File: src/dtg_pkg.sv
/*
 * dtg_pkg: register map, field positions, trigger modes and sizes for the
 * debug trigger and status block.
 * Assumes: one clock domain, 8-bit register port with a small word address.
 */
package dtg_pkg;
  // ----------------------------------------------------------------------
  // register map (word addresses on the plain port)
  // ----------------------------------------------------------------------
  localparam logic [2:0] ADDR_CTRL = 3'h0;
  localparam logic [2:0] ADDR_TRIG = 3'h1;
  localparam logic [2:0] ADDR_STAT = 3'h2;
  localparam logic [2:0] ADDR_FIFO_HI = 3'h3;
  localparam logic [2:0] ADDR_FIFO_LO = 3'h4;
  localparam logic [2:0] ADDR_IRQ_ST = 3'h5;
  localparam logic [2:0] ADDR_IRQ_MSK = 3'h6;
  // ----------------------------------------------------------------------
  // field positions
  // ----------------------------------------------------------------------
  localparam int CTRL_EN = 7;
  localparam int CTRL_ARM = 6;
  localparam int CTRL_TAG = 5;
  localparam int CTRL_BRK = 4;
  localparam int TRIG_QUAL = 7;
  localparam int TRIG_BEGIN = 6;
  localparam int STAT_AF = 7;
  localparam int STAT_BF = 6;
  localparam int STAT_ARMED_FLAG = 5;
  localparam int IRQ_DONE = 0;
  localparam int IRQ_TRIG = 1;
  localparam int IRQ_BRK = 2;
  localparam logic [7:0] TRIG_WMASK = 8'hCF;
  localparam logic [7:0] RST_BYTE = 8'h00;
  localparam logic [2:0] IRQ_RST = 3'h0;
  // ----------------------------------------------------------------------
  // trigger modes
  // ----------------------------------------------------------------------
  localparam logic [3:0] MODE_A = 4'h0;
  localparam logic [3:0] MODE_A_OR_B = 4'h1;
  localparam logic [3:0] MODE_A_THEN_B = 4'h2;
  localparam logic [3:0] MODE_EV_B = 4'h3;
  localparam logic [3:0] MODE_A_THEN_EV_B = 4'h4;
  localparam logic [3:0] MODE_A_AND_B = 4'h5;
  localparam logic [3:0] MODE_A_NOT_B = 4'h6;
  localparam logic [3:0] MODE_INSIDE = 4'h7;
  localparam logic [3:0] MODE_OUTSIDE = 4'h8;
  // ----------------------------------------------------------------------
  // sizes
  // ----------------------------------------------------------------------
  localparam int FIFO_DEPTH = 8;
  localparam int FIFO_WIDTH = 16;
  localparam int CNT_W = 4;
endpackage : dtg_pkg

File: src/dtg_fifo.sv
/*
 * dtg_fifo: small circular capture store; overwrites the oldest word when
 * full, pops on request unless written in the same cycle, clears on request.
 * Assumes: single clock, synchronous active-high reset.
 */
`timescale 1ns/10ps
module dtg_fifo #(
  parameter int DEPTH = 8,
  parameter int WIDTH = 16,
  parameter int CW = 4
) (
  input wire logic clk_sys,
  input wire logic rst,
  input wire logic clr,
  input wire logic wr,
  input wire logic [WIDTH-1:0] wdata,
  input wire logic rd,
  output logic [WIDTH-1:0] head,
  output logic [CW-1:0] count,
  output logic full
);
  localparam int AW = $clog2(DEPTH);
  logic [WIDTH-1:0] mem [DEPTH];
  logic [AW-1:0] wp_r;
  logic [AW-1:0] rp_r;
  logic [CW-1:0] cnt_r;

  wire empty = (cnt_r == '0);
  assign full = (cnt_r == CW'(DEPTH));
  wire do_rd = rd & ~empty & ~wr;
  wire ovr = wr & full;

  always_ff @(posedge clk_sys) begin
    if (wr) begin
      mem[wp_r] <= wdata;
    end
  end

  // overwrite of the oldest word keeps the latest DEPTH entries
  always_ff @(posedge clk_sys) begin
    if (rst || clr) begin
      wp_r <= '0;
      rp_r <= '0;
      cnt_r <= '0;
    end else begin
      if (wr) wp_r <= wp_r + 1'b1;
      if (ovr || do_rd) rp_r <= rp_r + 1'b1;
      if (wr && !full) cnt_r <= cnt_r + 1'b1;
      else if (do_rd) cnt_r <= cnt_r - 1'b1;
    end
  end

  assign head = empty ? '0 : mem[rp_r];
  assign count = cnt_r;
endmodule : dtg_fifo

File: src/dtg_top.sv
/*
 * dtg_top: trigger selection, run control, status, capture store and
 * interrupt of the on-chip debug module.
 * Assumes: comparator matches and opcode-tracking results arrive as
 * one-cycle pulses from logic on clk_sys; the register port follows the
 * plain strobe protocol with read data one cycle after the read strobe.
 * The comparators, their read/write qualifiers and the opcode tracking
 * sit outside; only their results and the two compare values reach this block. An unarmed read of
 * the store low byte loads no profiling sample, and the secure inhibit
 * of the enable bit is not modelled. Store reads while armed never
 * advance the head, so the host waits for the run to end.
 */
// The register addresses and the address-and-strobe port were decided locally.
// Contract
// - trigger config writable only unarmed; bits 4,5 zero
// - tag qualifies matches by opcode execution
// - direction bit picks end or begin trace
// - event-only modes always run as begin trace
// - mode field decodes the seven pair modes
// - modes seven, eight compare address range
// - modes nine to fifteen never trigger
// - status A flag cleared on run, set on A
// - status B flag cleared on run, set on B
// - armed flag mirrors arm while enabled
// - run ends on full or on trigger
// - clearing arm or enable stops run at once
// - count cleared on run, holds valid words
// - count does not decrement on reads
// - break on trigger (end) or full (begin)
// - event-only words keep high byte zero
`timescale 1ns/10ps
module dtg_top #(
  parameter int DEPTH = dtg_pkg::FIFO_DEPTH
) (
  input wire logic clk_sys,
  input wire logic rst,
  input wire logic [2:0] reg_addr,
  input wire logic [7:0] reg_wdata,
  input wire logic reg_wr,
  input wire logic reg_rd,
  output logic [7:0] reg_rdata,
  input wire logic acc_valid,
  input wire logic [15:0] acc_addr,
  input wire logic [7:0] acc_data,
  input wire logic match_a,
  input wire logic match_b,
  input wire logic exec_valid,
  input wire logic [15:0] exec_addr,
  input wire logic exec_a,
  input wire logic exec_b,
  input wire logic [15:0] cmp_a_val,
  input wire logic [15:0] cmp_b_val,
  input wire logic cof_valid,
  input wire logic [15:0] cof_addr,
  output logic brk_req,
  output logic brk_tag,
  output logic armed,
  output logic irq
);
  // ----------------------------------------------------------------------
  // state
  // ----------------------------------------------------------------------
  // one-hot: PRE waits for the trigger, STORE fills after it
  typedef enum logic [2:0] {
    DTG_IDLE = 3'b001,
    DTG_PRE = 3'b010,
    DTG_STORE = 3'b100
  } dtg_run_t;

  dtg_run_t run_r;
  dtg_run_t run_nxt;
  logic en_r;
  logic tag_r;
  logic break_request_enable_r;
  logic [7:0] trig_cfg_r;
  logic af_r;
  logic bf_r;
  // A hit seen since arming, for the A-then-B modes
  logic a_seen_r;
  logic [dtg_pkg::CNT_W-1:0] cnt_r;
  logic cnt_live_r;
  logic [2:0] irq_st_r;
  logic [2:0] irq_msk_r;
  logic [7:0] rdata_r;
  logic brk_r;

  // ----------------------------------------------------------------------
  // register port decode
  // ----------------------------------------------------------------------
  // writes to read-only addresses fall through unused
  wire wr_ctrl = reg_wr && (reg_addr == dtg_pkg::ADDR_CTRL);
  wire wr_trig = reg_wr && (reg_addr == dtg_pkg::ADDR_TRIG);
  wire wr_ist = reg_wr && (reg_addr == dtg_pkg::ADDR_IRQ_ST);
  wire wr_imsk = reg_wr && (reg_addr == dtg_pkg::ADDR_IRQ_MSK);
  wire rd_flo = reg_rd && (reg_addr == dtg_pkg::ADDR_FIFO_LO);

  // control write fields used by run control
  wire w_en = reg_wdata[dtg_pkg::CTRL_EN];
  wire w_arm = reg_wdata[dtg_pkg::CTRL_ARM];

  // ----------------------------------------------------------------------
  // run control
  // ----------------------------------------------------------------------
  wire armed_w = (run_r != DTG_IDLE);
  // start only from idle; arming again is a no-op
  wire start = wr_ctrl && w_en && w_arm && !armed_w;
  // a zero written to arm or enable ends the run without a break
  wire stop_sw = wr_ctrl && (!w_en || !w_arm);

  // frozen while armed, so stable through a run
  wire [3:0] mode = trig_cfg_r[3:0];
  wire qual_tag = trig_cfg_r[dtg_pkg::TRIG_QUAL];

  // tag mode waits for execution, force mode takes the access
  wire hit_a = qual_tag ? exec_a : match_a;
  wire hit_b = qual_tag ? exec_b : match_b;
  wire pos_valid = qual_tag ? exec_valid : acc_valid;
  wire [15:0] pos_addr = qual_tag ? exec_addr : acc_addr;

  logic trig_w;
  logic ev_only;
  logic store_ev;

  // decoder sees the qualified pulses, as the flags do
  dtg_trig_decode u_dec (
    .mode(mode),
    .hit_a(hit_a),
    .hit_b(hit_b),
    .a_seen(a_seen_r),
    .pos_valid(pos_valid),
    .pos_addr(pos_addr),
    .val_a(cmp_a_val),
    .val_b(cmp_b_val),
    .trig(trig_w),
    .event_only(ev_only),
    .store_evt(store_ev)
  );

  // event-only modes ignore the direction bit
  wire begin_tr = trig_cfg_r[dtg_pkg::TRIG_BEGIN] | ev_only;
  // decoder fires unarmed too; only armed triggers count
  wire trig_ok = trig_w && armed_w;

  // ----------------------------------------------------------------------
  // capture store
  // ----------------------------------------------------------------------
  logic [15:0] fifo_head;
  logic [dtg_pkg::CNT_W-1:0] fifo_cnt;
  logic fifo_full;

  logic end_now;
  wire in_pre = (run_r == DTG_PRE);
  wire in_store = (run_r == DTG_STORE);

  // high byte zero for event-only captures
  wire [15:0] ev_word = {8'h00, acc_data};
  // end trace: every flow change until the trigger
  wire st_circ = in_pre && !begin_tr;
  // begin trace: from the trigger cycle onwards
  wire st_first = in_pre && begin_tr && trig_w;
  wire st_norm = cof_valid && !ev_only && (st_circ || st_first || in_store);
  wire st_ev = store_ev && armed_w;
  wire fifo_wr = (st_norm || st_ev) && !end_now;
  // event-only words carry access data, others the flow address
  wire [15:0] fifo_wd = ev_only ? ev_word : cof_addr;
  // reads while armed would disturb capture sequencing, so they are dropped without advancing the head
  wire fifo_rd = rd_flo && !armed_w;

  // the start write itself empties the store
  dtg_fifo #(
    .DEPTH(DEPTH),
    .WIDTH(dtg_pkg::FIFO_WIDTH),
    .CW(dtg_pkg::CNT_W)
  ) u_fifo (
    .clk_sys(clk_sys),
    .rst(rst),
    .clr(start),
    .wr(fifo_wr),
    .wdata(fifo_wd),
    .rd(fifo_rd),
    .head(fifo_head),
    .count(fifo_cnt),
    .full(fifo_full)
  );

  // ----------------------------------------------------------------------
  // run completion
  // ----------------------------------------------------------------------
  // begin trace ends when the store fills; end trace ends on trigger
  wire done_full = (run_r == DTG_STORE) && begin_tr && fifo_full;
  wire done_trig = (run_r == DTG_PRE) && !begin_tr && trig_w;
  wire done = done_full || done_trig;
  // break follows completion, never a manual stop
  wire brk_fire = break_request_enable_r && done;

  always_comb begin
    end_now = done_full;
    run_nxt = run_r;
    case (run_r)
      DTG_IDLE: begin
        if (start) run_nxt = DTG_PRE;
      end
      DTG_PRE: begin
        if (done_trig) run_nxt = DTG_IDLE;
        else if (begin_tr && trig_w) run_nxt = DTG_STORE;
      end
      DTG_STORE: begin
        if (done_full) run_nxt = DTG_IDLE;
      end
      default: run_nxt = DTG_IDLE;
    endcase
    // a stop write wins over any other next state; a same-cycle completion still raises done and break
    if (stop_sw && armed_w) run_nxt = DTG_IDLE;
  end

  // armed is the run state itself, so it clears on completion
  always_ff @(posedge clk_sys) begin
    if (rst) run_r <= DTG_IDLE;
    else run_r <= run_nxt;
  end

  // ----------------------------------------------------------------------
  // control and trigger configuration registers
  // ----------------------------------------------------------------------
  // enable, tag and break enable follow every control write
  always_ff @(posedge clk_sys) begin
    if (rst) begin
      en_r <= 1'b0;
      tag_r <= 1'b0;
      break_request_enable_r <= 1'b0;
    end else if (wr_ctrl) begin
      en_r <= w_en;
      tag_r <= reg_wdata[dtg_pkg::CTRL_TAG];
      break_request_enable_r <= reg_wdata[dtg_pkg::CTRL_BRK];
    end
  end

  // bits 5:4 masked on write, so they read as zero
  always_ff @(posedge clk_sys) begin
    if (rst) trig_cfg_r <= dtg_pkg::RST_BYTE;
    else if (wr_trig && !armed_w) trig_cfg_r <= reg_wdata & dtg_pkg::TRIG_WMASK;
  end

  // ----------------------------------------------------------------------
  // match flags and sequence memory
  // ----------------------------------------------------------------------
  // flags take only qualified hits inside a run
  always_ff @(posedge clk_sys) begin
    if (rst) begin
      af_r <= 1'b0;
      bf_r <= 1'b0;
      a_seen_r <= 1'b0;
    end else if (start) begin
      af_r <= 1'b0;
      bf_r <= 1'b0;
      a_seen_r <= 1'b0;
    end else if (armed_w) begin
      if (hit_a) af_r <= 1'b1;
      if (hit_b) bf_r <= 1'b1;
      if (hit_a) a_seen_r <= 1'b1;
    end
  end

  // ----------------------------------------------------------------------
  // valid count: follows the store while armed, then freezes
  // ----------------------------------------------------------------------
  // cnt_live_r catches the last word after the run ends
  always_ff @(posedge clk_sys) begin
    if (rst) begin
      cnt_r <= '0;
      cnt_live_r <= 1'b0;
    end else begin
      cnt_live_r <= armed_w;
      if (start) cnt_r <= '0;
      else if (armed_w || cnt_live_r) cnt_r <= fifo_cnt;
    end
  end

  // ----------------------------------------------------------------------
  // interrupt: sticky, write one to clear, a new event wins
  // ----------------------------------------------------------------------
  // a manual stop raises neither done nor break
  wire [2:0] irq_ev = {brk_fire, trig_ok, done};
  wire [2:0] irq_clr = wr_ist ? reg_wdata[2:0] : 3'h0;
  wire [2:0] irq_st_nxt = (irq_st_r & ~irq_clr) | irq_ev;

  always_ff @(posedge clk_sys) begin
    if (rst) begin
      irq_st_r <= dtg_pkg::IRQ_RST;
      irq_msk_r <= dtg_pkg::IRQ_RST;
    end else begin
      irq_st_r <= irq_st_nxt;
      if (wr_imsk) irq_msk_r <= reg_wdata[2:0];
    end
  end

  // ----------------------------------------------------------------------
  // break request
  // ----------------------------------------------------------------------
  // registered: the break leaves one cycle after completion
  always_ff @(posedge clk_sys) begin
    if (rst) brk_r <= 1'b0;
    else brk_r <= brk_fire;
  end

  // ----------------------------------------------------------------------
  // read data
  // ----------------------------------------------------------------------
  // armed image reads zero while disabled
  wire armed_flag = armed_w && en_r;
  wire [7:0] ctrl_rd = {en_r, armed_w, tag_r, break_request_enable_r, 4'h0};
  wire [7:0] stat_rd = {af_r, bf_r, armed_flag, 1'b0, cnt_r};
  logic [7:0] rd_mux;

  // unmapped addresses read zero
  always_comb begin
    case (reg_addr)
      dtg_pkg::ADDR_CTRL: rd_mux = ctrl_rd;
      dtg_pkg::ADDR_TRIG: rd_mux = trig_cfg_r;
      dtg_pkg::ADDR_STAT: rd_mux = stat_rd;
      dtg_pkg::ADDR_FIFO_HI: rd_mux = fifo_head[15:8];
      dtg_pkg::ADDR_FIFO_LO: rd_mux = fifo_head[7:0];
      dtg_pkg::ADDR_IRQ_ST: rd_mux = {5'h00, irq_st_r};
      dtg_pkg::ADDR_IRQ_MSK: rd_mux = {5'h00, irq_msk_r};
      default: rd_mux = 8'h00;
    endcase
  end

  // idle cycles return zero, never stale data
  always_ff @(posedge clk_sys) begin
    if (rst) rdata_r <= 8'h00;
    else if (reg_rd) rdata_r <= rd_mux;
    else rdata_r <= 8'h00;
  end

  // ----------------------------------------------------------------------
  // outputs
  // ----------------------------------------------------------------------
  assign reg_rdata = rdata_r;
  assign brk_req = brk_r;
  // tag type passed through for the core's break kind
  assign brk_tag = tag_r;
  assign armed = armed_w;
  assign irq = |(irq_st_r & irq_msk_r);
endmodule : dtg_top

File: src/dtg_trig_decode.sv
/*
 * dtg_trig_decode: combinational trigger-mode decoder.
 * Assumes: hits are already qualified (force or tag) by the caller.
 */
`timescale 1ns/10ps
module dtg_trig_decode (
  mode,
  hit_a,
  hit_b,
  a_seen,
  pos_valid,
  pos_addr,
  val_a,
  val_b,
  trig,
  event_only,
  store_evt
);
  input wire logic [3:0] mode;
  input wire logic hit_a;
  input wire logic hit_b;
  input wire logic a_seen;
  input wire logic pos_valid;
  input wire logic [15:0] pos_addr;
  input wire logic [15:0] val_a;
  input wire logic [15:0] val_b;
  output logic trig;
  output logic event_only;
  output logic store_evt;

  wire in_rng = (pos_addr >= val_a) && (pos_addr <= val_b);

  always_comb begin
    trig = 1'b0;
    case (mode)
      dtg_pkg::MODE_A: trig = hit_a;
      dtg_pkg::MODE_A_OR_B: trig = hit_a | hit_b;
      dtg_pkg::MODE_A_THEN_B: trig = a_seen & hit_b;
      dtg_pkg::MODE_EV_B: trig = hit_b;
      dtg_pkg::MODE_A_THEN_EV_B: trig = a_seen & hit_b;
      dtg_pkg::MODE_A_AND_B: trig = hit_a & hit_b;
      dtg_pkg::MODE_A_NOT_B: trig = hit_a & ~hit_b;
      dtg_pkg::MODE_INSIDE: trig = pos_valid & in_rng;
      dtg_pkg::MODE_OUTSIDE: trig = pos_valid & ~in_rng;
      default: trig = 1'b0;
    endcase
  end

  // event-only modes store a byte per qualifying B event
  assign event_only = (mode == dtg_pkg::MODE_EV_B) || (mode == dtg_pkg::MODE_A_THEN_EV_B);
  assign store_evt = event_only & trig;
endmodule : dtg_trig_decode

File: config.mk
export PLATFORM = sky130hd
export DESIGN_NAME = dtg_top
export DESIGN_NICKNAME = d
export VERILOG_FILES = /design/src/dtg_pkg.sv /design/src/dtg_fifo.sv /design/src/dtg_top.sv /design/src/dtg_trig_decode.sv
export SDC_FILE = /design/constraint.sdc
export NUM_CORES = 1
export LEC_CHECK = 0
export ABC_CLOCK_PERIOD_IN_PS = 8400
export BUFFER_PORTS_ARGS = -buffer_cell sky130_fd_sc_hd__clkbuf_2
export CAP_MARGIN = 0
export CELL_PAD_IN_SITES_DETAIL_PLACEMENT = 0
export CELL_PAD_IN_SITES_GLOBAL_PLACEMENT = 1
export CORE_MARGIN = 2
export CORE_UTILIZATION = 51
export DETAILED_ROUTE_END_ITERATION = 6
export MAX_ROUTING_LAYER = met4
export PLACE_DENSITY = 0.85
export REMOVE_ABC_BUFFERS = 1
export SYNTH_ARGS = -nofsm -noshare
export SYNTH_HDL_FRONTEND = slang
export SYNTH_HIERARCHICAL = 1
export SYNTH_SLANG_ARGS = --single-unit
File: constraint.sdc
create_clock -name clk_sys -period 8.4 [get_ports clk_sys]
set_input_delay 0.84 -clock clk_sys [delete_from_list [all_inputs] [get_ports clk_sys]]
set_output_delay 0.84 -clock clk_sys [all_outputs]
set_load 0.01 [all_outputs]
# Yosys cells after proc, flatten, opt, wreduce, memory -nomap -nowiden
# Memories as Yosys holds them, arrays and structs flattened. A register that Yosys moved wholly into a read port is not among the register bits.
# Index checks and enable logic that the tools add are counted.
# totals
rom_bits	0
latch_bits	0
mem_count	1
out_inout_bits	12
ram_bits	128
reg_bits	44
# op_classes
n_reduce_logical	56
magnitude_cmp	2
add_sub_neg	4
n_div	0
n_bitwise	20
muxes	20
n_eq_ne	22
n_shift	0
mul	0
# memory_table
memory	depth	width	read_ports	rd_ports_with_merged_regs	write_ports	line	text
u_fifo.mem	8	16	1	1	1	dtg_fifo.sv:23	logic [WIDTH-1:0] mem [DEPTH];
# ops
cell	count
$pmux 8 s7	1
$mux 16	3
$logic_and 1x1->1	28
$mux 3	7
$eq 4x3->1 const B	4
$ge 16x16->1	1
$le 16x16->1	1
$eq 3x3->1 const B	4
$and 1x1->1	9
$eq 3x2->1 const B	3
$logic_or 1x1->1	9
$pmux 3 s3	1
$eq 4x2->1 const B	2
$eq 4x4->1 const B	2
$logic_not 4->1	2
$mux 4	2
$pmux 1 s8	1
$reduce_or 2->1	4
$logic_not 1->1	7
$add 3x1->3 const B	2
$and 3x3->3	2
$eq 3x1->1 const B	2
$ne 3x1->1 const B	2
$mux 1	5
13 further kinds	20

# Depth between registers and ports, before layout
# Gate-level depths: netlist (run 1).
# depth
ltp_word	17
mapped_depth	21
depth_no_buf	19

# Modules after synthesis
# Netlist (run 1), hierarchy kept.
# modules_own_cells
mod	cells_each	area_per_inst_um2	n_inst
dtg_fifo	274	5551.6	1
dtg_top	232	2054.5	1
dtg_trig_decode	130	930.9	1

# Worst setup path after synthesis (run 1)
# OpenSTA, ideal clock, no wires.
# synth_timing
path_type	register to register
start	register trig_cfg_r[7]
end	memory u_fifo.mem[0][0] (enable)
arrival_time_ps	4604
path_slack_ps	3386
stages_incl_launch_ff	16
period_less_slack_ps	5014
setup_time_ps	409
path_cell_list	dfxtp_1 buf_1 buf_2 mux2_2 ha_1 nand4_2 or4_4 a211o_1 o211ai_1 nor2b_1 o21ai_1 a32oi_1 nor2_1 buf_2 nand2b_1 nor3_1
# synth_between
elab_chain_len	14
# synth_lines
element	line	text
start, declared	dtg_top.sv:75	logic [7:0] trig_cfg_r;
start signal, assigned	dtg_top.sv:240	if (rst) trig_cfg_r <= dtg_pkg::RST_BYTE;
start signal, assigned	dtg_top.sv:241	else if (wr_trig && !armed_w) trig_cfg_r <= reg_wdata & dtg_pkg::TRIG_WMASK;
$mux 16 *	dtg_top.sv:118	wire [15:0] pos_addr = qual_tag ? exec_addr : acc_addr;
net pos_addr[10]	dtg_top.sv:118	
$ge 16x16->1 / $le 16x16->1 (equally long branches)	dtg_trig_decode.sv:31	wire in_rng = (pos_addr >= val_a) && (pos_addr <= val_b);
$logic_and 1x1->1 *	dtg_trig_decode.sv:31	
$not 1->1	dtg_trig_decode.sv:44	dtg_pkg::MODE_OUTSIDE: trig = pos_valid & ~in_rng;
$and 1x1->1	dtg_trig_decode.sv:44	
$pmux 1 s8 *	dtg_trig_decode.sv:35	case (mode)
net trig_w	dtg_top.sv:120	logic trig_w;
$logic_and 1x1->1	dtg_top.sv:160	wire st_first = in_pre && begin_tr && trig_w;
$logic_or 1x1->1 (2 in a row)	dtg_top.sv:161	wire st_norm = cof_valid && !ev_only && (st_circ || st_first || in_store);
$logic_and 1x1->1	dtg_top.sv:161	
$logic_or 1x1->1 *	dtg_top.sv:163	wire fifo_wr = (st_norm || st_ev) && !end_now;
$logic_and 1x1->1 *	dtg_top.sv:163	
net fifo_wr	dtg_top.sv:163	
$mux 1 *	dtg_fifo.sv:34	if (wr) begin
$mux 1 (not written as such) *	dtg_fifo.sv:35	mem[wp_r] <= wdata;
end, declared	dtg_fifo.sv:23	
# Mark *: on every way through the listed nets, which the timed path passes. The rest lies on a longest branch.

# Final worst setup path (run 1)
# layout_timing
start	register trig_cfg_r[7]
end	register u_fifo.cnt_r[3] (netlist: u_fifo/count[3])
# layout_between
elab_chain_len	15
# layout_lines
element	line	text
$mux 16 *	dtg_top.sv:118	
net pos_addr[7]	dtg_top.sv:118	
$ge 16x16->1 / $le 16x16->1 (equally long branches)	dtg_trig_decode.sv:31	
$logic_and 1x1->1 *	dtg_trig_decode.sv:31	
$not 1->1	dtg_trig_decode.sv:44	
$and 1x1->1	dtg_trig_decode.sv:44	
$pmux 1 s8 *	dtg_trig_decode.sv:35	
net trig_w	dtg_top.sv:120	
$logic_and 1x1->1	dtg_top.sv:160	
$logic_or 1x1->1 (2 in a row)	dtg_top.sv:161	
$logic_and 1x1->1	dtg_top.sv:161	
$logic_or 1x1->1 *	dtg_top.sv:163	
$logic_and 1x1->1 *	dtg_top.sv:163	
net fifo_wr	dtg_top.sv:163	
$not 1->1	dtg_fifo.sv:30	wire do_rd = rd & ~empty & ~wr;
$and 1x1->1	dtg_fifo.sv:30	
$reduce_bool 2->1 (no line)	--	
end signal, assigned	dtg_fifo.sv:48	if (wr && !full) cnt_r <= cnt_r + 1'b1;
end signal, assigned	dtg_fifo.sv:49	else if (do_rd) cnt_r <= cnt_r - 1'b1;
end, declared	dtg_fifo.sv:26	logic [CW-1:0] cnt_r;
# Marks and branches as above.
# A chain may end at the register's enable or synchronous reset.

==> out/results.txt, run 1 <==
The flow ran to the end, and the final reports show no timing, DRC or antenna violations. Averaged over all synthesized cells, the footprint is 13.4 um2. The switching share of power works out to 0.229. The commonest cells after synthesis are sky130_fd_sc_hd__edfxtp_1, sky130_fd_sc_hd__nor2_1, sky130_fd_sc_hd__dfxtp_1. The fraction of synthesis flops using an asynchronous set or reset pin was 0; the multi-input combinational cell area was 3490 um2.

The arrival time of the worst setup path was 5.33 ns. The run gives 0.411 as the clock network power share. The tools report the half-perimeter wire length after placement as 13300 um. The routed length per instance was 18.8 um.

Registers take 4790 um2. Setup repair after global routing left no endpoint under its margin. The run gives 5708 as the via count of the first global-routing pass. For the worst flop-to-flop path, the logic depth is 19. The critical-path maximum fanout was 21. The number of antenna violations at the first check in global routing was 0; the final max-slew violation count was 0. The tools report the wire length of the first global-routing pass as 29800 um.

The fraction of the cycle the final worst path needs was 0.597; the fill cell total of the finished layout was 1310. The final antenna-violating net count came out at 0. The analysis attributes to net switching a power of 0.000419 W. At the worst endpoint, the required time is 8.71 ns. The floorplan step defined a core boundary enclosing 16500 um2. Routability-driven placement finished with a final weighted congestion of 0.844. The worst hold path was traced through 2 stages. The measured slew at the worst slew-check pin works out to 0.969 ns. The worst setup path is of the flop to flop kind. In the routed design, unresolved DRC markers number 0. The tools report the fraction of power consumed by combinational cells as 0.076. The netlist uses 70 different library cells. The area added between synthesis and finish works out to 16.5%. The number of gates resized after CTS was 0. The clock period minus worst slack was 5.02 ns; the number of failing hold endpoints at the final stage was 0. The run gives 0 as the total of hold buffers inserted after clock tree synthesis. In this run the critical register-to-register path is launched from trig_cfg_r[7]$_SDFFE_PP0P_. The reg-to-reg setup timing slack came out at 3.38 ns.

The top cell type by total area after synthesis is sky130_fd_sc_hd__edfxtp_1. The tools report the met1 track utilization from global routing as 0.291. The total routing resource utilization after global routing is 0.227, and the global routing met3 resource utilization is 0.0491. Most frequently used cell type in the post-synthesis netlist: sky130_fd_sc_hd__edfxtp_1. The share of final-layout standard cells stronger than drive strength 1 works out to 0.316. The cell area after technology mapping was 8540 um2.

The tools report the pin count of the biggest net entering global routing as 33. Setup violations remaining at the end of the flow were counted as 0. The clock reaches the later pin of the worst-skew pair after 0.43 ns. For this run the aggregate overflow at the end of global routing stands at 0.

In the post-synthesis netlist, the biggest area contributors are sky130_fd_sc_hd__edfxtp_1, sky130_fd_sc_hd__dfxtp_1, sky130_fd_sc_hd__mux4_2, sky130_fd_sc_hd__ha_1, sky130_fd_sc_hd__mux2i_1. The normalized max-slew margin is 0.353. The total wire length is 18700 um, and the power density normalized to cell area is 184 nW/um2. The maximum single-stage delay on the critical path is 0.96 ns, and the number of antenna cells inserted is 0. The standard cell with the maximum stage delay on the critical path was sky130_fd_sc_hd__dfxtp_1.

The signal on the critical path passes through mux2_2 -> ha_1 -> a21oi_1 -> o21ai_0 -> a221oi_1 -> o211ai_1 -> a211o_1 -> o211ai_1 -> nor2b_1 -> o21ai_1 -> a32oi_1 -> nor2_1 -> buf_4 -> nand2b_1 -> ha_1 -> a21o_1 -> a21oi_1 -> mux4_1 -> nor2b_1. The number of max-cap violations is 0. Clock tree synthesis inserted a total of 17 buffers. The commonest register cell after synthesis is sky130_fd_sc_hd__edfxtp_1. The root buffer cell is sky130_fd_sc_hd__clkbuf_16. STA classifies the critical path startpoint as a flop. The Yosys step of the flow raised 6 warnings. The run gives 5 as the detailed-routing iteration count for the pre-antenna-repair pass.

The startpoint identified for the worst hold timing path is cnt_r[0]$_SDFFE_PP0P_. The internal portion of the total power is 0.00141 W. For this design the static power due to leakage is 3.75 nW. For the proportion of power drawn by flip-flops and latches, the log shows 0.514. Final total negative setup slack: 0 ns.

After detailed placement, the design holds a cell count of 961. At the end of the flow, the number of nets in the layout was 907. Measured along the x axis, the die boundary spans 133 um. The sort of element at the end of the critical path was a flop. Number of H-tree levels: 4. The number of flops mapped to enable cells by yosys is 128. The top-area cell type share of the netlist area is 0.450.

The count of non-filler cells in the finished layout is 993. Static timing analysis puts the maximum clock frequency at 199 MHz. The ratio of routed vias to standard cells works out to 5.62. Once the clock tree was built, the setup fixing pass inserted 0 buffers.

Sequential share of the synthesized area: 0.560. The layer carrying the most global-route usage is met2. On the final layout, the worst clock skew is 0.00752 ns.

The number of I/O pins came out at 122. On the final layout, the worst hold slack is 0.480 ns. The starting utilization of the core area was 0.518.

The number of flip-flops and latches in the synthesized netlist works out to 175. The most critical setup path has its startpoint at trig_cfg_r[7]$_SDFFE_PP0P_. TritonCTS built the clock tree. The tools report the worst hold path endpoint as cnt_r[0]$_SDFFE_PP0P_. The class of the worst hold path is flop to flop.

Endpoint of the most critical register-to-register path: u_fifo/count[3]$_SDFFE_PP0P_. Clock tree synthesis found a total of 175 sinks. The height of the die came out at 133 um.

The run gives 2 as the largest buffer count on any clock path. The placed instances occupy a cell area of 9380 um2. The overall power after layout was 0.00183 W; the met2 capacity usage during global routing was 0.370.

The logs give 9940 um2 for the area of all placed cells without fillers and 636 for the number of instances in the synthesized netlist. The detailed router finished its first iteration with 405 violations. The die covers 17800 um2. After clock tree synthesis, the clock-pin slew on the worst setup and hold paths is 0.06 ns. The number of buffer cells added on primary ports was 121. Via count: 5585. The run gives 0.194 mV as the largest voltage drop on the vdd net.

In this run the core area contains 47 standard-cell rows.
-- routing by layer --
metal  vias up  routed length, um
met5         -                  0
met4         0                264
met3        19                892
met2       174               9130
met1      2743               8410
li1       2649                  -
-- cells in the final DEF, fill, tap and decap left out, drive strengths merged, types with 3 or more instances in the layout --
master  synthesis  layout
o21ai          17      17
o211ai          3       3
clkinv          0       6
a211oi          4       4
mux2           32      32
ha             36      36
nor2           63      63
a32oi           4       4
nand4           8       8
nand3           7       7
clkbuf          9     140
a221oi          3       3
nand2          26      26
mux4           33      33
a21o            5       5
nor3            5       5
nand3b          3       3
buf            18      11
xor2            3       3
nand2b         12      12
inv            38      44
nor2b          20      20
a21oi          32      32
o22ai           3       3
xnor2           3       3
edfxtp        128     128
dfxtp          47      47
or2             4       4
mux2i          32      32
a22oi           7       7
-- critical path, delay by kind of cell, from the launching register on --
| family | cells | cell delay [ns] |
|---|---|---|
| buffers and inverters | 1 | 0.20 |
| flip-flops | 1 | 0.96 |
| adder cells (fa/ha/maj) | 2 | 0.65 |
| multiplexers | 2 | 0.72 |
| AO/OA/AOI/OAI | 10 | 1.90 |
| AND/OR/NAND/NOR | 4 | 0.47 |
-- worst max-delay path by stage --
| stage | endpoint | slack (ns) | depth (start not counted) |
|---|---|---|---|
| 2_1_floorplan | u_fifo/mem[4][0]$_DFFE_PP_ | 3.27 | 12 |
| 3_3_place_gp | u_fifo/mem[6][0]$_DFFE_PP_ | 3.25 | 13 |
| 3_5_place_dp | u_fifo/mem[6][0]$_DFFE_PP_ | 3.02 | 15 |
| 4_1_cts | u_fifo/mem[6][13]$_DFFE_PP_ | 2.98 | 15 |
| 5_1_grt | u_fifo/count[3]$_SDFFE_PP0P_ | 3.05 | 19 |
| 6_report | u_fifo/count[3]$_SDFFE_PP0P_ | 3.38 | 19 |
-- per-stage QoR --
step / worst slack (ns) / util
2_1_floorplan: 3.27 / -
4_1_cts: 2.98 / 0.604
3_5_place_dp: 3.02 / 0.570
6_report: 3.38 / 0.604
3_3_place_gp: 3.25 / 0.570
5_1_grt: 3.05 / 0.604
-- layout make-up --
class / instances / area share
Multi-Input combinational cell: 396 / 0.351
Sequential cell: 175 / 0.481
Timing Repair Buffer: 132 / 0.0692
Tap cell: 220 / 0.0277
Clock inverter: 13 / 0.0131
Clock buffer: 19 / 0.0435
Inverter: 38 / 0.0143
-- cells by family (layout without fill, tap and decap cells) --
family / Yosys count / in the layout / share of synthesized area
compound gates: 92 / 92 / 0.0727
simple gates: 164 / 164 / 0.105
fa+ha+maj: 37 / 37 / 0.0551
mux: 97 / 97 / 0.167
xor+xnor: 6 / 6 / 0.00704
flops: 175 / 175 / 0.560
buf+inv: 65 / 202 / 0.0328
-- state kept, by name, indices dropped and copies added, names as in the netlist, 3 cells and up, named ones only --
signal        cells
trig_cfg_r        6
u_fifo/wp_r       3
irq_msk_r         3
u_fifo/mem      128
run_r             3
cnt_r             4
irq_st_r          3
reg_rdata         8
u_fifo/rp_r       3
u_fifo/count      4
-- power by group through the flow --
stage	clock network, W	registers (W)	logic [W]
after CTS	0.000765	0.000938	0.000139
after global placement	0	0.000956	0.000132
after detailed placement	0	0.000957	0.000138
after floorplan	0	0.000955	0.0000784
after global routing	0.000801	0.000938	0.000156
final	0.000750	0.000938	0.000138
Power figures use the tool's default switching activity.
==> run 2, diff against run 1 <==
ABC_CLOCK_PERIOD_IN_PS = 4200   (was 8400)
CORE_UTILIZATION = 42   (was 51)
PLACE_DENSITY = 0.75   (was 0.85)
clock period = 4.2 ns   (was 8.4 ns; I/O delays follow)
==> run 2 against run 1 <==
  * Core utilization down 8.0 points
  * Highest routed layer unchanged
  * Fmax up 23%
  * Largest cell class unchanged
  * Final cell count up 5.9%
  * Critical endpoint unchanged
==> out/results.txt, run 2 (synthesized netlist as in run 1, its figures left out) <==
The cell sitting at the root of the clock tree is a sky130_fd_sc_hd__clkbuf_16. The clock-pin slew reported for the worst setup and hold paths after clock tree synthesis was 0.07 ns. From synthesis to final layout, the design area changed by 23.5%. The worst hold path was traced through 3 stages. The number of buffer cells added on primary ports came out at 121. The sum of buffers and inverters on the critical path is 1. Timing would allow up to 246 MHz. Dividing the detail-routed via count by the number of cells gives 5.39. From bottom edge to top edge, the die measures 147 um.

Measured along the x axis, the die boundary spans 147 um. The total routing resource utilization after global routing is 0.194, and the least setup slack across all paths after layout is 0.132 ns. Setup repair after global routing could not meet its margin everywhere. The register ranked first by flip-flop count was u_fifo/mem.

Walking the worst path, the cells encountered are buf_12 -> mux2_2 -> ha_4 -> nand4_2 -> or4_4 -> a211o_1 -> o211ai_1 -> nor2b_1 -> o21ai_1 -> a32oi_1 -> nor2_1 -> nand2b_1 -> ha_1 -> a21o_1 -> a21oi_2 -> mux4_2 -> nor2b_1. The final weighted congestion of routability-driven global placement is 0.866, and the starting utilization of the core area is 0.425. Along the worst path, the maximum fanout reaches 8. Sequential cell area in the final layout: 4790 um2. On the final layout, the worst hold slack is 0.233 ns. The wire length of the first global-routing pass was 31100 um; the share of final-layout standard cells stronger than drive strength 1 was 0.359. The final max-slew violation count came out at 0. The clock period minus worst slack was 4.07 ns; the number of antenna cells inserted was 0. At the worst endpoint, the arrival time is 4.38 ns. The measured slew at the worst slew-check pin came out at 1.21 ns.

Entering global routing, the biggest net connects 33 pins. The number of antenna violations at the first check in global routing was 0; the maximum single-stage delay on the critical path was 0.56 ns. The routed layout has 5674 vias. Most common cell after layout, fill and taps aside: sky130_fd_sc_hd__edfxtp_1.

Family of cells with the greatest summed delay on the critical path: simple AND/OR/NAND/NOR gates. The run gives 0.192 as the normalized max-slew margin. Number of failing hold endpoints at the final stage: 0. No sink is reached through more buffers than the 2 on the longest clock path. Prior to clock tree synthesis, the placed netlist has a worst setup slack of -0.00429 ns.

The wire-length estimate of the detail-placed layout is 13800 um. Once layout is complete, the cells apart from fillers number 1052. Cell type with the highest occurrence count on the critical path: sky130_fd_sc_hd__nor2b_1.

The overall die area was 21500 um2; the detailed-routing iteration count for the pre-antenna-repair pass was 5. The total overflow left after global routing is 0. The endpoint identified for the worst register-to-register timing path is u_fifo/count[3]$_SDFFE_PP0P_. For this block, the routed nets add up to 20100 um of wire.

Worst setup skew after layout: 0.0130 ns. The flow ran to the end, and the final reports show no timing, DRC or antenna violations. After the last flow step, the layout net total stands at 916. In this run the count of I/O pins placed on the die edge is 122.

The worst setup path is launched from a flop. The area of all placed cells without fillers was 10500 um2. Dividing the detail-routed wire length by the instance count gives 19.1 um. STA classifies the critical path endpoint as a flop.

Fill cells in the final layout number 1691. The run gives 52 as the number of rows created at floorplan. After the first detailed-routing iteration, the DRC count stood at 455. The tightest min-delay check is of the input port to flop type. CTS built an H-tree with a depth of 4. Dividing total power by cell area gives a power density of 368 nW/um2. The path with the worst hold slack has its endpoint at trig_cfg_r[3]$_SDFFE_PP0P_.

VDD sags by at most 0.345 mV. The logs give 0.00388 W for the overall power after layout and 3740 um2 for the multi-input combinational cell area. The worst register-to-register path has a depth of 17.

The flip-flop count of the largest register after layout is 128, and the clock insertion delay at the later pin of the skew report is 0.43 ns. The slowest stage of the critical path belongs to the cell sky130_fd_sc_hd__or4_4. The tools report the final antenna-violating net count as 0. The count of endpoints failing setup in the final report was 0. The logs give 5791 for the via count of the first global-routing pass and 4.51 ns for the required time of the worst setup path. In the layout the commonest cells are sky130_fd_sc_hd__edfxtp_1, sky130_fd_sc_hd__clkbuf_2, sky130_fd_sc_hd__nor2_1. The tool flagged a number of max-cap violations equal to 0. In this run the most critical hold path is launched from reg_wdata[3]. The tools report the clock buffer count from CTS as 17. TritonCTS built the clock tree.

The sink count of the clock tree is 175. Including well taps, the total number of placed cells is 1014. The source of the critical timing path was trig_cfg_r[7]$_SDFFE_PP0P_.

The fraction of the cycle the final worst path needs works out to 0.969. By startpoint and endpoint, the worst setup path is classified as flop to flop. After floorplanning, the core was sized to cover 20100 um2.

For this run, design rule violations remaining after detail routing come to 0. The startpoint identified for the worst register-to-register timing path is trig_cfg_r[7]$_SDFFE_PP0P_. The reg-to-reg setup timing slack is 0.13 ns. The post-placement cell area came out at 9580 um2.

For this design the static power due to leakage is 3.87 nW.
==> run 2: cell types whose count changed in the layout (fill, tap and decap cells not counted), sizes merged <==
cell,previous run,this run
buf,11,19
bufinv,1,3
clkinv,6,5
inv,44,45
clkbuf,140,139
==> run 2: through the flow <==
| stage | TNS (ns) | utilization |
|---|---|---|
| after floorplan | -76.73 | - |
| after global placement | 0 | 0.476 |
| after detailed placement | -0.00429 | 0.476 |
| after CTS | 0 | 0.508 |
| after global routing | -0.0751 | 0.524 |
| final | 0 | 0.524 |
==> run 2: how the worst max path moves through the flow <==
stage | to | slack [ns] | cells past startpoint
2_1_floorplan | u_fifo/mem[4][0]$_DFFE_PP_ | -0.93 | 12
3_3_place_gp | u_fifo/count[3]$_SDFFE_PP0P_ | 0.08 | 19
3_5_place_dp | u_fifo/count[3]$_SDFFE_PP0P_ | -0.004 | 17
4_1_cts | u_fifo/count[3]$_SDFFE_PP0P_ | 0.03 | 17
5_1_grt | u_fifo/count[3]$_SDFFE_PP0P_ | -0.08 | 17
6_report | u_fifo/count[3]$_SDFFE_PP0P_ | 0.13 | 17
==> run 2: layer usage <==
layer,track usage,share of wire
met4,0.0587,0.017
met2,0.316,0.49
met3,0.0381,0.051
met1,0.248,0.44
met5,-,0
==> run 2: cell type report <==
type                       instances  share of cell area
sequential                       175               0.455
clock inverter                    15              0.0202
inverter                          38              0.0135
timing repair buffer             141              0.0844
clock buffer                      17              0.0404
tap                              270              0.0321
multi-input combinational        396               0.355
==> run 2: tightest hold or removal path, stage by stage <==
cell and delay (ns):
sky130_fd_sc_hd__clkbuf_2 0.08, sky130_fd_sc_hd__mux2i_1 0.05, sky130_fd_sc_hd__nor2_1 0.07
==> run 2: timing repair <==
action / in CTS / in global routing
pin swaps: 0 / 10
hold buffers: 0 / 0
setup endpoints to repair: 1 / 131
gates cloned: 0 / 1
gates resized for setup: 1 / 32
buffers inserted: 0 / 5
==> run 2: where the power goes <==
group	total [W]	internal [W]	switching (W)
Clock	0.00169	0.000966	0.000720
Sequential	0.00187	0.00186	0.0000113
Combinational	0.000319	0.000148	0.000172
